<file path="src/core/ufmc_pkg.sv">
// Constants, register map, field layouts and state encodings of the serial frame block.
package ufmc_pkg;

	localparam int          ADDR_W     = 12;
	localparam logic [11:0] OFS_DATA   = 12'h0f40;
	localparam logic [11:0] OFS_STAT   = 12'h0f41;
	localparam logic [11:0] OFS_CTL0   = 12'h0f42;
	localparam logic [11:0] OFS_CTL1   = 12'h0f43;
	localparam logic [11:0] OFS_STAT2  = 12'h0f44;
	localparam logic [11:0] OFS_ADDRC  = 12'h0f45;
	localparam logic [11:0] OFS_DIVH   = 12'h0f46;
	localparam logic [11:0] OFS_DIVL   = 12'h0f47;

	localparam logic [7:0]  CTL0_RST   = 8'h00;
	localparam logic [7:0]  CTL1_RST   = 8'h00;
	localparam logic [7:0]  ADDRC_RST  = 8'h00;
	localparam logic [15:0] DIV_RST    = 16'h0001;

	// Oversampling: sixteen baud ticks per bit, mid-bit sample, infrared pulse width.
	localparam logic [3:0]  SUB_LAST   = 4'hf;
	localparam logic [3:0]  SUB_MID    = 4'h7;
	localparam logic [3:0]  IR_PULSE   = 4'h3;
	localparam logic [4:0]  IR_STRETCH = 5'h10;
	localparam logic [2:0]  BIT_LAST   = 3'h7;

	typedef struct packed {
		logic [ADDR_W-1:0] addr;
		logic [7:0]        wdata;
		logic              wr;
		logic              rd;
	} ufmc_bus_t;

	typedef struct packed {
		logic tx_en;
		logic rx_en;
		logic spare;
		logic parity_en;
		logic parity_odd;
		logic force_line_low;
		logic two_stop;
		logic internal_loopback_enable;
	} ufmc_ctl0_t;

	typedef struct packed {
		logic scheme_hi;
		logic nine_bit_mode_enable;
		logic scheme_lo;
		logic ninth_bit_value;
		logic driver_enable_polarity;
		logic rate_generator_control;
		logic rx_data_irq_select;
		logic infrared_codec_enable;
	} ufmc_ctl1_t;

	typedef enum logic [2:0] {
		TX_IDLE  = 3'h0,
		TX_START = 3'h1,
		TX_DATA  = 3'h3,
		TX_NINTH = 3'h2,
		TX_PAR   = 3'h6,
		TX_STOP1 = 3'h7,
		TX_STOP2 = 3'h5
	} ufmc_tx_st_t;

	typedef enum logic [2:0] {
		RX_IDLE  = 3'h0,
		RX_START = 3'h1,
		RX_DATA  = 3'h3,
		RX_EXTRA = 3'h2,
		RX_STOP  = 3'h6
	} ufmc_rx_st_t;

endpackage : ufmc_pkg

</file>
<file path="src/core/ufmc_top.sv">
// Serial transmitter, receiver, baud generator, multidrop filter and infrared codec.
`timescale 1ns/1ps
module ufmc_top (
	// Clock and reset
	input  wire logic               ref_clk,
	input  wire logic               rst_n,
	// Register port
	input  wire ufmc_pkg::ufmc_bus_t bus,
	output logic [7:0]              rdata,
	// Line side
	output logic                    tx_pin,
	input  wire logic               rx_pin,
	output logic                    driver_enable,
	// Requests
	output logic                    rx_irq_req,
	output logic                    tx_irq_req,
	output logic                    timer_expired
);
	import ufmc_pkg::*;

	////////////////////////////////////////////////////////////////////////////
	ufmc_ctl0_t    ctl0_r,    ctl0_nxt;
	ufmc_ctl1_t    ctl1_r,    ctl1_nxt;
	logic [7:0]    addrc_r,   addrc_nxt;
	logic [15:0]   div_r,     div_nxt;
	logic [7:0]    rdata_r,   rdata_nxt;
	logic [15:0]   cnt_r,     cnt_nxt;
	logic          tmr_r,     tmr_nxt;
	logic          tick;
	logic          timer_mode;
	logic          wr_data,   rd_data;

	ufmc_tx_st_t   tx_st_r,   tx_st_nxt;
	logic [7:0]    hold_r,    hold_nxt;
	logic          hfull_r,   hfull_nxt;
	logic [7:0]    tsh_r,     tsh_nxt;
	logic [3:0]    tsub_r,    tsub_nxt;
	logic [2:0]    tbit_r,    tbit_nxt;
	logic          tpar_r,    tpar_nxt;
	logic          tnin_r,    tnin_nxt;
	logic          tser_r,    tser_nxt;
	logic          tpin_r,    tpin_nxt;
	logic          de_r,      de_nxt;
	logic          tirq_r,    tirq_nxt;

	ufmc_rx_st_t   rx_st_r,   rx_st_nxt;
	logic [3:0]    rsub_r,    rsub_nxt;
	logic [2:0]    rbit_r,    rbit_nxt;
	logic [7:0]    rsh_r,     rsh_nxt;
	logic          rpar_r,    rpar_nxt;
	logic          rx_r,      rx_nxt;
	logic          rprev_r,   rprev_nxt;
	logic [4:0]    ird_r,     ird_nxt;
	logic [7:0]    rbuf_r,    rbuf_nxt;
	logic          rnin_r,    rnin_nxt;
	logic          avail_r,   avail_nxt;
	logic          perr_r,    perr_nxt;
	logic          ovr_r,     ovr_nxt;
	logic          ferr_r,    ferr_nxt;
	logic          brk_r,     brk_nxt;
	logic          match_r,   match_nxt;
	logic          rreq_r,    rreq_nxt;
	logic          rline;
	logic          done;
	logic          c_ferr,    c_perr,   c_brk;
	logic          is_addr,   hit,      qual;

	////////////////////////////////////////////////////////////////////////////
	// Register port and baud generator.
	assign wr_data    = bus.wr && (bus.addr == OFS_DATA);
	assign rd_data    = bus.rd && (bus.addr == OFS_DATA);
	assign tick       = (cnt_r <= 16'h0001);
	assign timer_mode = ctl1_r.rate_generator_control && !ctl0_r.rx_en;

	always_comb begin
		ctl0_nxt  = ctl0_r;
		ctl1_nxt  = ctl1_r;
		addrc_nxt = addrc_r;
		div_nxt   = div_r;
		cnt_nxt   = tick ? div_r : cnt_r - 16'h0001;
		// A new expiry in the cycle of the clearing read keeps the flag set.
		tmr_nxt   = (tmr_r && !(bus.rd && bus.addr == OFS_STAT2)) || (timer_mode && tick);
		rdata_nxt = 8'h00;
		if (bus.wr) begin
			case (bus.addr)
				OFS_CTL0:  ctl0_nxt  = bus.wdata;
				OFS_CTL1:  ctl1_nxt  = bus.wdata;
				OFS_ADDRC: addrc_nxt = bus.wdata;
				OFS_DIVH:  div_nxt   = {bus.wdata, div_r[7:0]};
				OFS_DIVL: begin
					div_nxt = {div_r[15:8], bus.wdata};
					cnt_nxt = {div_r[15:8], bus.wdata};
				end
				default:   ;
			endcase
		end
		if (bus.rd) begin
			case (bus.addr)
				OFS_DATA:  rdata_nxt = rbuf_r;
				OFS_STAT:  rdata_nxt = {avail_r, perr_r, ovr_r, ferr_r, brk_r, !hfull_r,
				                        (tx_st_r == TX_IDLE) && !hfull_r, rnin_r};
				OFS_CTL0:  rdata_nxt = ctl0_r;
				OFS_CTL1:  rdata_nxt = ctl1_r;
				OFS_STAT2: rdata_nxt = {7'h00, tmr_r};
				OFS_ADDRC: rdata_nxt = addrc_r;
				// In timer mode the live count is visible instead of the reload value.
				OFS_DIVH:  rdata_nxt = timer_mode ? cnt_r[15:8] : div_r[15:8];
				OFS_DIVL:  rdata_nxt = timer_mode ? cnt_r[7:0] : div_r[7:0];
				default:   rdata_nxt = 8'h00;
			endcase
		end
	end

	always_ff @(posedge ref_clk or negedge rst_n) begin
		if (!rst_n) begin
			ctl0_r  <= CTL0_RST;
			ctl1_r  <= CTL1_RST;
			addrc_r <= ADDRC_RST;
			div_r   <= DIV_RST;
			cnt_r   <= DIV_RST;
			tmr_r   <= 1'b0;
			rdata_r <= 8'h00;
		end else begin
			ctl0_r  <= ctl0_nxt;
			ctl1_r  <= ctl1_nxt;
			addrc_r <= addrc_nxt;
			div_r   <= div_nxt;
			cnt_r   <= cnt_nxt;
			tmr_r   <= tmr_nxt;
			rdata_r <= rdata_nxt;
		end
	end

	////////////////////////////////////////////////////////////////////////////
	// Transmitter. The oversampling phase runs even when idle so that a forced
	// low line still produces regular infrared pulses.
	always_comb begin
		tx_st_nxt = tx_st_r;
		hold_nxt  = hold_r;
		hfull_nxt = hfull_r;
		tsh_nxt   = tsh_r;
		tsub_nxt  = tick ? tsub_r + 4'h1 : tsub_r;
		tbit_nxt  = tbit_r;
		tpar_nxt  = tpar_r;
		tnin_nxt  = tnin_r;
		tser_nxt  = tser_r;
		if (tick && tsub_r == SUB_LAST) begin
			case (tx_st_r)
				TX_START: begin
					tx_st_nxt = TX_DATA;
					tbit_nxt  = 3'h0;
					tser_nxt  = tsh_r[0];
				end
				TX_DATA: begin
					tpar_nxt = tpar_r ^ tsh_r[0];
					tsh_nxt  = {1'b0, tsh_r[7:1]};
					tbit_nxt = tbit_r + 3'h1;
					tser_nxt = tsh_r[1];
					if (tbit_r == BIT_LAST) begin
						if (ctl1_r.nine_bit_mode_enable) begin
							tx_st_nxt = TX_NINTH;
							tser_nxt  = tnin_r;
						end else if (ctl0_r.parity_en) begin
							tx_st_nxt = TX_PAR;
							tser_nxt  = tpar_r ^ tsh_r[0];
						end else begin
							tx_st_nxt = TX_STOP1;
							tser_nxt  = 1'b1;
						end
					end
				end
				TX_NINTH, TX_PAR: begin
					tx_st_nxt = TX_STOP1;
					tser_nxt  = 1'b1;
				end
				TX_STOP1: tx_st_nxt = ctl0_r.two_stop ? TX_STOP2 : TX_IDLE;
				TX_STOP2: tx_st_nxt = TX_IDLE;
				default:  tser_nxt  = 1'b1;
			endcase
		end
		if (tx_st_r == TX_IDLE && hfull_r && ctl0_r.tx_en && !ctl0_r.force_line_low) begin
			tx_st_nxt = TX_START;
			tsh_nxt   = hold_r;
			hfull_nxt = 1'b0;
			tsub_nxt  = 4'h0;
			tpar_nxt  = ctl0_r.parity_odd;
			tnin_nxt  = ctl1_r.ninth_bit_value;
			tser_nxt  = 1'b0;
		end else if (tx_st_r == TX_IDLE && !ctl0_r.force_line_low) begin
			tser_nxt = 1'b1;
		end
		if (ctl0_r.force_line_low) begin
			// The character in flight is abandoned, not resumed on release.
			tx_st_nxt = TX_IDLE;
			tser_nxt  = 1'b0;
		end
		if (wr_data) begin
			hold_nxt  = bus.wdata;
			hfull_nxt = 1'b1;
		end
		// Zero bits become a short high pulse, one bits send nothing.
		if (ctl0_r.internal_loopback_enable)
			tpin_nxt = 1'b1;
		else if (ctl1_r.infrared_codec_enable)
			tpin_nxt = !tser_r && (tsub_r < IR_PULSE);
		else
			tpin_nxt = tser_r;
		de_nxt   = ((tx_st_r != TX_IDLE) || hfull_r) ^ ctl1_r.driver_enable_polarity;
		tirq_nxt = ctl0_r.tx_en && !hfull_r;
	end

	always_ff @(posedge ref_clk or negedge rst_n) begin
		if (!rst_n) begin
			tx_st_r <= TX_IDLE;
			hold_r  <= 8'h00;
			hfull_r <= 1'b0;
			tsh_r   <= 8'h00;
			tsub_r  <= 4'h0;
			tbit_r  <= 3'h0;
			tpar_r  <= 1'b0;
			tnin_r  <= 1'b0;
			tser_r  <= 1'b1;
			tpin_r  <= 1'b1;
			de_r    <= 1'b0;
			tirq_r  <= 1'b0;
		end else begin
			tx_st_r <= tx_st_nxt;
			hold_r  <= hold_nxt;
			hfull_r <= hfull_nxt;
			tsh_r   <= tsh_nxt;
			tsub_r  <= tsub_nxt;
			tbit_r  <= tbit_nxt;
			tpar_r  <= tpar_nxt;
			tnin_r  <= tnin_nxt;
			tser_r  <= tser_nxt;
			tpin_r  <= tpin_nxt;
			de_r    <= de_nxt;
			tirq_r  <= tirq_nxt;
		end
	end

	////////////////////////////////////////////////////////////////////////////
	// Receiver, infrared decoder and multidrop filter.
	assign rline   = ctl0_r.internal_loopback_enable ? tser_r
	               : ctl1_r.infrared_codec_enable ? (!rx_pin && ird_r == 5'h00)
	               : rx_pin;
	assign done    = (rx_st_r == RX_STOP) && tick && (rsub_r == SUB_LAST);
	assign c_ferr  = !rline;
	assign c_perr  = ctl0_r.parity_en && !ctl1_r.nine_bit_mode_enable
	               && ((rpar_r ^ rx_r) != ctl0_r.parity_odd);
	assign c_brk   = !rline && (rsh_r == 8'h00)
	               && !((ctl0_r.parity_en || ctl1_r.nine_bit_mode_enable) && rx_r);
	assign is_addr = ctl1_r.nine_bit_mode_enable && rx_r;
	assign hit     = (rsh_r == addrc_r);

	always_comb begin
		case ({ctl1_r.scheme_hi, ctl1_r.scheme_lo})
			2'b00:   qual = 1'b1;
			2'b01:   qual = is_addr;
			2'b10:   qual = is_addr ? hit : match_r;
			default: qual = !is_addr && match_r;
		endcase
		if (!ctl1_r.nine_bit_mode_enable)
			qual = 1'b1;
	end

	always_comb begin
		rx_st_nxt = rx_st_r;
		rsub_nxt  = tick ? rsub_r + 4'h1 : rsub_r;
		rbit_nxt  = rbit_r;
		rsh_nxt   = rsh_r;
		rpar_nxt  = rpar_r;
		rx_nxt    = rx_r;
		rprev_nxt = rline;
		// A received pulse holds the decoded line low for one full bit time.
		ird_nxt   = rx_pin ? IR_STRETCH : (tick && ird_r != 5'h00) ? ird_r - 5'h01 : ird_r;
		case (rx_st_r)
			RX_IDLE: begin
				if (ctl0_r.rx_en && rprev_r && !rline) begin
					rx_st_nxt = RX_START;
					rsub_nxt  = 4'h0;
				end
			end
			RX_START: begin
				if (tick && rsub_r == SUB_MID) begin
					rx_st_nxt = rline ? RX_IDLE : RX_DATA;
					rsub_nxt  = 4'h0;
					rbit_nxt  = 3'h0;
					rpar_nxt  = 1'b0;
					rx_nxt    = 1'b0;
				end
			end
			RX_DATA: begin
				if (tick && rsub_r == SUB_LAST) begin
					rsh_nxt  = {rline, rsh_r[7:1]};
					rpar_nxt = rpar_r ^ rline;
					rbit_nxt = rbit_r + 3'h1;
					if (rbit_r == BIT_LAST)
						rx_st_nxt = (ctl0_r.parity_en || ctl1_r.nine_bit_mode_enable) ? RX_EXTRA
						          : RX_STOP;
				end
			end
			RX_EXTRA: begin
				if (tick && rsub_r == SUB_LAST) begin
					rx_nxt    = rline;
					rx_st_nxt = RX_STOP;
				end
			end
			RX_STOP:  if (done) rx_st_nxt = RX_IDLE;
			default:  rx_st_nxt = RX_IDLE;
		endcase
		if (!ctl0_r.rx_en)
			rx_st_nxt = RX_IDLE;
	end

	// Reading data clears the flags, but a character completing in the same
	// cycle sets them again; its own flags are never lost.
	always_comb begin
		rbuf_nxt  = rbuf_r;
		rnin_nxt  = rnin_r;
		avail_nxt = avail_r && !rd_data;
		perr_nxt  = perr_r && !rd_data;
		ovr_nxt   = ovr_r && !rd_data;
		ferr_nxt  = ferr_r && !rd_data;
		brk_nxt   = brk_r && !rd_data;
		match_nxt = match_r;
		rreq_nxt  = rreq_r && !rd_data;
		if (done) begin
			if (is_addr)
				match_nxt = hit;
			if (avail_r && !rd_data) begin
				// The unread character is kept; the new one is dropped.
				ovr_nxt  = 1'b1;
				rreq_nxt = rreq_r || !ctl1_r.rx_data_irq_select;
			end else begin
				rbuf_nxt  = rsh_r;
				rnin_nxt  = is_addr;
				avail_nxt = 1'b1;
				perr_nxt  = perr_nxt || c_perr;
				ferr_nxt  = ferr_nxt || c_ferr;
				brk_nxt   = brk_nxt || c_brk;
				rreq_nxt  = rreq_nxt || qual
				         || (!ctl1_r.rx_data_irq_select && (c_perr || c_ferr || c_brk));
			end
		end
	end

	always_ff @(posedge ref_clk or negedge rst_n) begin
		if (!rst_n) begin
			rx_st_r <= RX_IDLE;
			rsub_r  <= 4'h0;
			rbit_r  <= 3'h0;
			rsh_r   <= 8'h00;
			rpar_r  <= 1'b0;
			rx_r    <= 1'b0;
			rprev_r <= 1'b1;
			ird_r   <= 5'h00;
			rbuf_r  <= 8'h00;
			rnin_r  <= 1'b0;
			avail_r <= 1'b0;
			perr_r  <= 1'b0;
			ovr_r   <= 1'b0;
			ferr_r  <= 1'b0;
			brk_r   <= 1'b0;
			match_r <= 1'b0;
			rreq_r  <= 1'b0;
		end else begin
			rx_st_r <= rx_st_nxt;
			rsub_r  <= rsub_nxt;
			rbit_r  <= rbit_nxt;
			rsh_r   <= rsh_nxt;
			rpar_r  <= rpar_nxt;
			rx_r    <= rx_nxt;
			rprev_r <= rprev_nxt;
			ird_r   <= ird_nxt;
			rbuf_r  <= rbuf_nxt;
			rnin_r  <= rnin_nxt;
			avail_r <= avail_nxt;
			perr_r  <= perr_nxt;
			ovr_r   <= ovr_nxt;
			ferr_r  <= ferr_nxt;
			brk_r   <= brk_nxt;
			match_r <= match_nxt;
			rreq_r  <= rreq_nxt;
		end
	end

	////////////////////////////////////////////////////////////////////////////
	assign rdata         = rdata_r;
	assign tx_pin        = tpin_r;
	assign driver_enable = de_r;
	assign rx_irq_req    = rreq_r;
	assign tx_irq_req    = tirq_r;
	assign timer_expired = tmr_r;

endmodule : ufmc_top

</file>
<file path="config.mk">
export PLATFORM = sky130hd
export DESIGN_NAME = ufmc_top
export DESIGN_NICKNAME = d
export VERILOG_FILES = /design/src/core/ufmc_pkg.sv /design/src/core/ufmc_top.sv
export SDC_FILE = /design/constraint.sdc
export NUM_CORES = 1
export LEC_CHECK = 0
export BUFFER_PORTS_ARGS = -buffer_cell sky130_fd_sc_hd__buf_4
export CORE_MARGIN = 5
export CORE_UTILIZATION = 52
export CTS_BUF_LIST = sky130_fd_sc_hd__clkbuf_8
export CTS_CLUSTER_SIZE = 8
export DETAILED_ROUTE_END_ITERATION = 10
export HOLD_SLACK_MARGIN = 0.15
export PLACE_DENSITY = 0.72
export SLEW_MARGIN = 5
export SYNTH_ARGS = -nofsm -noshare
export SYNTH_HDL_FRONTEND = slang
export SYNTH_SLANG_ARGS = --single-unit
</file>
<file path="constraint.sdc">
create_clock -name ref_clk -period 8.02 [get_ports ref_clk]
set_clock_uncertainty 0.15 [all_clocks]
set_input_delay 1.203 -clock ref_clk [delete_from_list [all_inputs] [get_ports ref_clk]]
set_output_delay 1.203 -clock ref_clk [all_outputs]
set_load 0.05 [all_outputs]
</file>
* Word level (Yosys, flattened, before mapping)
Index checks and enable logic that the tools add are counted.
** Word-level totals
- Word-level logic and storage cells :: 274
- Memory bits (read-only) :: 0
- Input bits :: 25
- RAM bits :: 0
- Bits in latches :: 0
- Register bits after elaboration :: 140
- Memories kept :: 0
** Cells by class
- Div/mod/pow operators :: 0
- Eq/ne operators :: 38
- Multiplexer cells :: 77
- $add $sub $neg :: 6
- Reduce and logical (&&, ||, !) cells :: 93
- Shift-type cells :: 0
- Order comparisons :: 2
- $mul :: 0
- Bitwise gates (word level) :: 7
** Operator list (count)
- 12-bit equality test, second input constant :: 8
- 8-bit case mux with 8 select lines :: 1
- 16-bit two-way mux :: 3
- 3-bit two-way mux :: 16
- 8-bit two-way mux :: 6
- 1-bit logical AND :: 36
- 1-bit two-way mux :: 33
- 16-bit case mux with 2 select lines :: 1
- 3-bit case mux with 5 select lines :: 2
- 4-bit two-way mux :: 5
- 3-bit equality test, second input constant :: 6
- 3-bit != test, second input constant :: 6
- 16-bit by 1-bit less-or-equal comparator with 1-bit output, second input constant :: 1
- 2-bit AND reduction :: 8
- 2-bit nonzero test :: 8
- 16-bit by 1-bit subtractor with 16-bit output, second input constant :: 1
- 3-bit AND reduction :: 5
- 3-bit by 2-bit equality test with 1-bit output, second input constant :: 4
- 1-bit logical NOT :: 12
- 3-bit case mux with 2 select lines :: 2
- 1-bit logical OR :: 11
- 5-bit two-way mux :: 2
- 4-bit by 1-bit adder with 4-bit output, second input constant :: 2
- 4-bit equality test, second input constant :: 2
- other kinds (28) :: 42

* Longest topological paths before layout
- Word-level depth :: 12
- Depth in mapped cells :: 10
- Gate-level depth less buffers :: 8

* Worst setup path after synthesis
No wires, ideal clock.
- Path type :: input -> register
- From :: in bus[12] (netlist bit)
- To :: reg rbuf_r[0]
- Cell stages on the path :: 6
- Data required time :: 7.745 ns
- Setup time :: 0.125 ns
- Data arrival time :: 2.873 ns
- Buffers on the path :: 2
- Setup slack :: 4.872 ns
- Path through :: clkbuf_1 -> nor4b_1 -> nand4_1 -> a2111oi_2 -> buf_4 -> mux2_2
** On the way
- Cells in the longest elaborated chain, start to end :: 6
** Ends and longest elaborated chain
- start, declared :: RTL line ufmc_top.sv:8 : input wire ufmc_pkg::ufmc_bus_t bus,
- 12-bit equality test :: RTL line ufmc_top.sv:71 : assign rd_data = bus.rd && (bus.addr == OFS_DATA);
- 1-bit logical AND :: RTL line ufmc_top.sv:71
- 1-bit logical NOT :: RTL line ufmc_top.sv:331 : if (avail_r && !rd_data) begin
- 1-bit logical AND :: RTL line ufmc_top.sv:331
- 1-bit inverter (no line)
- 2-bit AND reduction (no line)
- end signal, assigned :: RTL line ufmc_top.sv:376 : rbuf_r <= rbuf_nxt;
- end, declared :: RTL line ufmc_top.sv:54 : logic [7:0] rbuf_r, rbuf_nxt;
No other way between the ends.
A chain may end at the register's enable or synchronous reset.

* Worst setup path after layout
- From :: in bus[15] (netlist bit)
- To :: reg rbuf_r[1]
The elaborated chain is that of the path after synthesis.

==> metrics.csv <==
metric,value,unit
Flop pwr share,46.9,%
met3 routed WL,1.33,mm
complex-gate fraction of the synthesized area,11.2,%
fillers,1198,
Yosys cell types,69,
CP startpoint kind,primary input,
worst path bufs/invs,1,
Routed Antenna Nets,0,
overall die height,128,um
Ports,38,
"Net Count, Synth",721,
DRT Wirelength,18.6,mm
Synth Cell Area,7240,um2
clk slew on worst S/H paths,0.08,ns
Clock Path Buffers,2,
detailed placement HPWL,13.4,mm
RSZ-0062 raised after global routing,false,
ys async rst share,100,%
status,completed,
via count,5606,
Layout area overhead,12.0,%
Nets,743,
Hold Crit Class,register to register,
TritonCTS Buffers,17,
multiplexer share of the synthesized area,13.9,%
crit end category,register,
share of layout cells above drive strength 1,22.6,%
crit-path cells,"buf_4, nor4b_1, nand4_1, a2111oi_2, mux2_2",
# setup viols final,0,
fmax,279,MHz
DIE WIDTH,128,um
"Seq/Total Area, Yosys",48.5,%
total power,1.61,mW
CP Class,primary input to register,
Syn Inst Count,686,
total congestion overflow,0,
Buffers on Ports,37,
Critical Path RT,8.22,ns
All-Layer GR Usage,23.8,%
Post-CTS Hold Buffers,0,
"Cell Area, Placed",7610,um2
net switching power,0.403,mW
first-pass GRT wire length,30.2,mm
# H-tree levels,4,
vias per inst,6.22,
gpl congestion,0.958,
cell family with most CP delay,compound AO/OA/AOI/OAI gates,
Post-synth EDFFs,0,
Slew headroom,25.0,%
largest family of logic cells by synthesized area,simple AND/OR/NAND/NOR gates,
minimum clock period,3.59,ns
Combinational Power Share,8.6,%
Core Rows,43,
total core area,13800,um2
setup TNS,0,ns
VDD IR max,108,uV
Worst-Skew Late Latency,0.46,ns
Sw Share,24.9,%
clock sinks,140,
max-slew violations,0,
top_reg_cell synth,dfrtp_1,
register bit total from synthesis,140,
P_int,1.21,mW
clock root cell,clkbuf_8,
ant diodes,0,
Post-Synth XOR/XNOR Area,4.23,%
met2 routed WL,8.57,mm
post-layout instance area,8110,um2
largest net degree at the start of global routing,75,
yosys synthesis warning count,0,
crit path max-delay cell type,a2111oi_2,
TritonRoute pass-1 iters,6,
post-synthesis simple-gate area fraction,17.1,%
antenna violations before repair,1,
crit path DAT,3.79,ns
WL per Instance,20.6,um
clock tree from TritonCTS,yes,
Crit path largest cell delay,1.14,ns
DR DRC count,0,
Final Cycle Share,44.7,%
Pwr Density,199,nW/um2
Detailed Route Iter0 Violations,585,
leakage power,3.64,nW
Synth Area in Adders,1.73,%
Crit Path Max Fanout,11,
uppermost layer routed,met4,
Post-CTS Setup Inserts,0,
post-cts sizing count,0,
die area,16400,um2
vias in the first global route,5637,
clock power share,44.5,%
max-capacitance violation count,0,
length of routed wiring on met1,8.07,mm
Starting Density,52.6,%
Avg Inst Size Synth,10.6,um2
Fin. Hold Viols,0,
Worst Max-Slew Pin Slew,1.12,ns
==> cell usage after synthesis, types with 7 or more instances <==
master	n	share of area (%)
mux2i_1	13	1.8
buf_2	8	0.55
nand4_1	12	1.0
o21ai_0	53	3.7
a21oi_1	22	1.5
nand2_1	68	3.5
xnor2_1	19	2.3
dfrtp_1	135	47
nor2_1	32	1.7
ha_1	10	1.7
mux2_2	64	10
clkbuf_1	23	1.2
nand3_1	28	1.9
inv_1	25	1.3
a31oi_1	8	0.69
nor2b_1	10	0.86
mux4_2	7	2.2
nor4_1	9	0.78
xor2_1	16	1.9
nor3_1	12	0.83
==> placed cells by master (no fill, tap or decap), drive strengths merged, types with 7 or more instances in the layout <==
| cell | instances |
|---|---|
| mux2 | 64 |
| o21ai | 53 |
| nor3 | 14 |
| a21oi | 22 |
| bufinv | 7 |
| buf | 39 |
| xor2 | 16 |
| xnor2 | 19 |
| clkbuf | 17 |
| nor2b | 10 |
| dfrtp | 135 |
| nand2 | 68 |
| ha | 10 |
| mux2i | 13 |
| a31oi | 8 |
| nor4 | 10 |
| nand4 | 12 |
| inv | 27 |
| nand3 | 31 |
| nor2 | 33 |
| mux4 | 7 |
==> power by group through the flow <==
| stage | logic, mW | clock network [mW] | registers (mW) |
|---|---|---|---|
| after global routing | 0.155 | 0.756 | 0.760 |
| after CTS | 0.139 | 0.727 | 0.756 |
| final | 0.139 | 0.718 | 0.757 |
| after floorplan | 0.0804 | 0 | 0.764 |
| after detailed placement | 0.138 | 0 | 0.769 |
| after global placement | 0.135 | 0 | 0.769 |
==> logic make-up (layout without fill, tap and decap cells) <==
| group | after synthesis | after routing |
|---|---|---|
| buffers and inverters | 61 | 96 |
| multiplexers | 84 | 84 |
| AO/OA/AOI/OAI | 127 | 127 |
| AND/OR/NAND/NOR | 229 | 229 |
| flip-flops | 140 | 140 |
| adder cells (fa/ha/maj) | 10 | 10 |
| XOR/XNOR | 35 | 35 |
==> routing by layer <==
metal,vias to the layer above,global-route usage (%)
li1,2519,-
met1,2780,32.9
met2,258,36.3
met3,49,5.21
met4,0,10.2
met5,-,0
==> tightest hold or removal path, stage by stage, from the launching register on <==
cell	delay (ns)
dfrtp_1	0.35
nand2_1	0.05
o21ai_0	0.06
==> area by class of cell <==
| cell class | instances | area [um2] | area share (%) |
|---|---|---|---|
| tap | 180 | 225 | 2.78 |
| clock inverter | 15 | 268 | 3.30 |
| inverter | 25 | 93.8 | 1.16 |
| multi-input combinational | 485 | 3480 | 43.0 |
| timing repair buffer | 39 | 297 | 3.66 |
| clock buffer | 17 | 234 | 2.88 |
| sequential | 140 | 3510 | 43.3 |
==> worst paths after layout <==
kind	start	end	slack, ns	cells past startpoint
max	bus[15]	rbuf_r[1]	4.43	5
min	hold_r[0]	tsh_r[0]	0.33	2
max reg2reg	cnt_r[4]	tpar_r	4.65	5
min reg2reg	hold_r[0]	tsh_r[0]	0.33	2
max in group asynchronous	rst_n	addrc_r[2]	5.75	2
min in group asynchronous	rst_n	ird_r[4]	0.58	1
==> registers in the layout, summed over array words and instances (netlist names), 3 cells and up <==
signal	cells
rbuf_r	8
cnt_r	16
addrc_r	8
ctl0_r	8
ird_r	5
rx_st_r	3
tsub_r	4
tx_st_r	3
rbit_r	3
hold_r	8
rsh_r	8
rdata	8
tsh_r	8
div_r	16
rsub_r	4
ctl1_r	8
tbit_r	3
==> stage by stage <==
stage / instances / worst slack, ns / hold WS, ns / util (%)
after floorplan: 686 / 4.87 / 0.285 / -
after global placement: 869 / 4.08 / 0.313 / 55.3
after detailed placement: 869 / 3.99 / 0.325 / 55.3
after CTS: 901 / 4.51 / 0.340 / 58.9
after global routing: 901 / 4.28 / 0.363 / 58.9
final: 901 / 4.43 / 0.334 / 58.9
(Power assumes the default switching activity.)
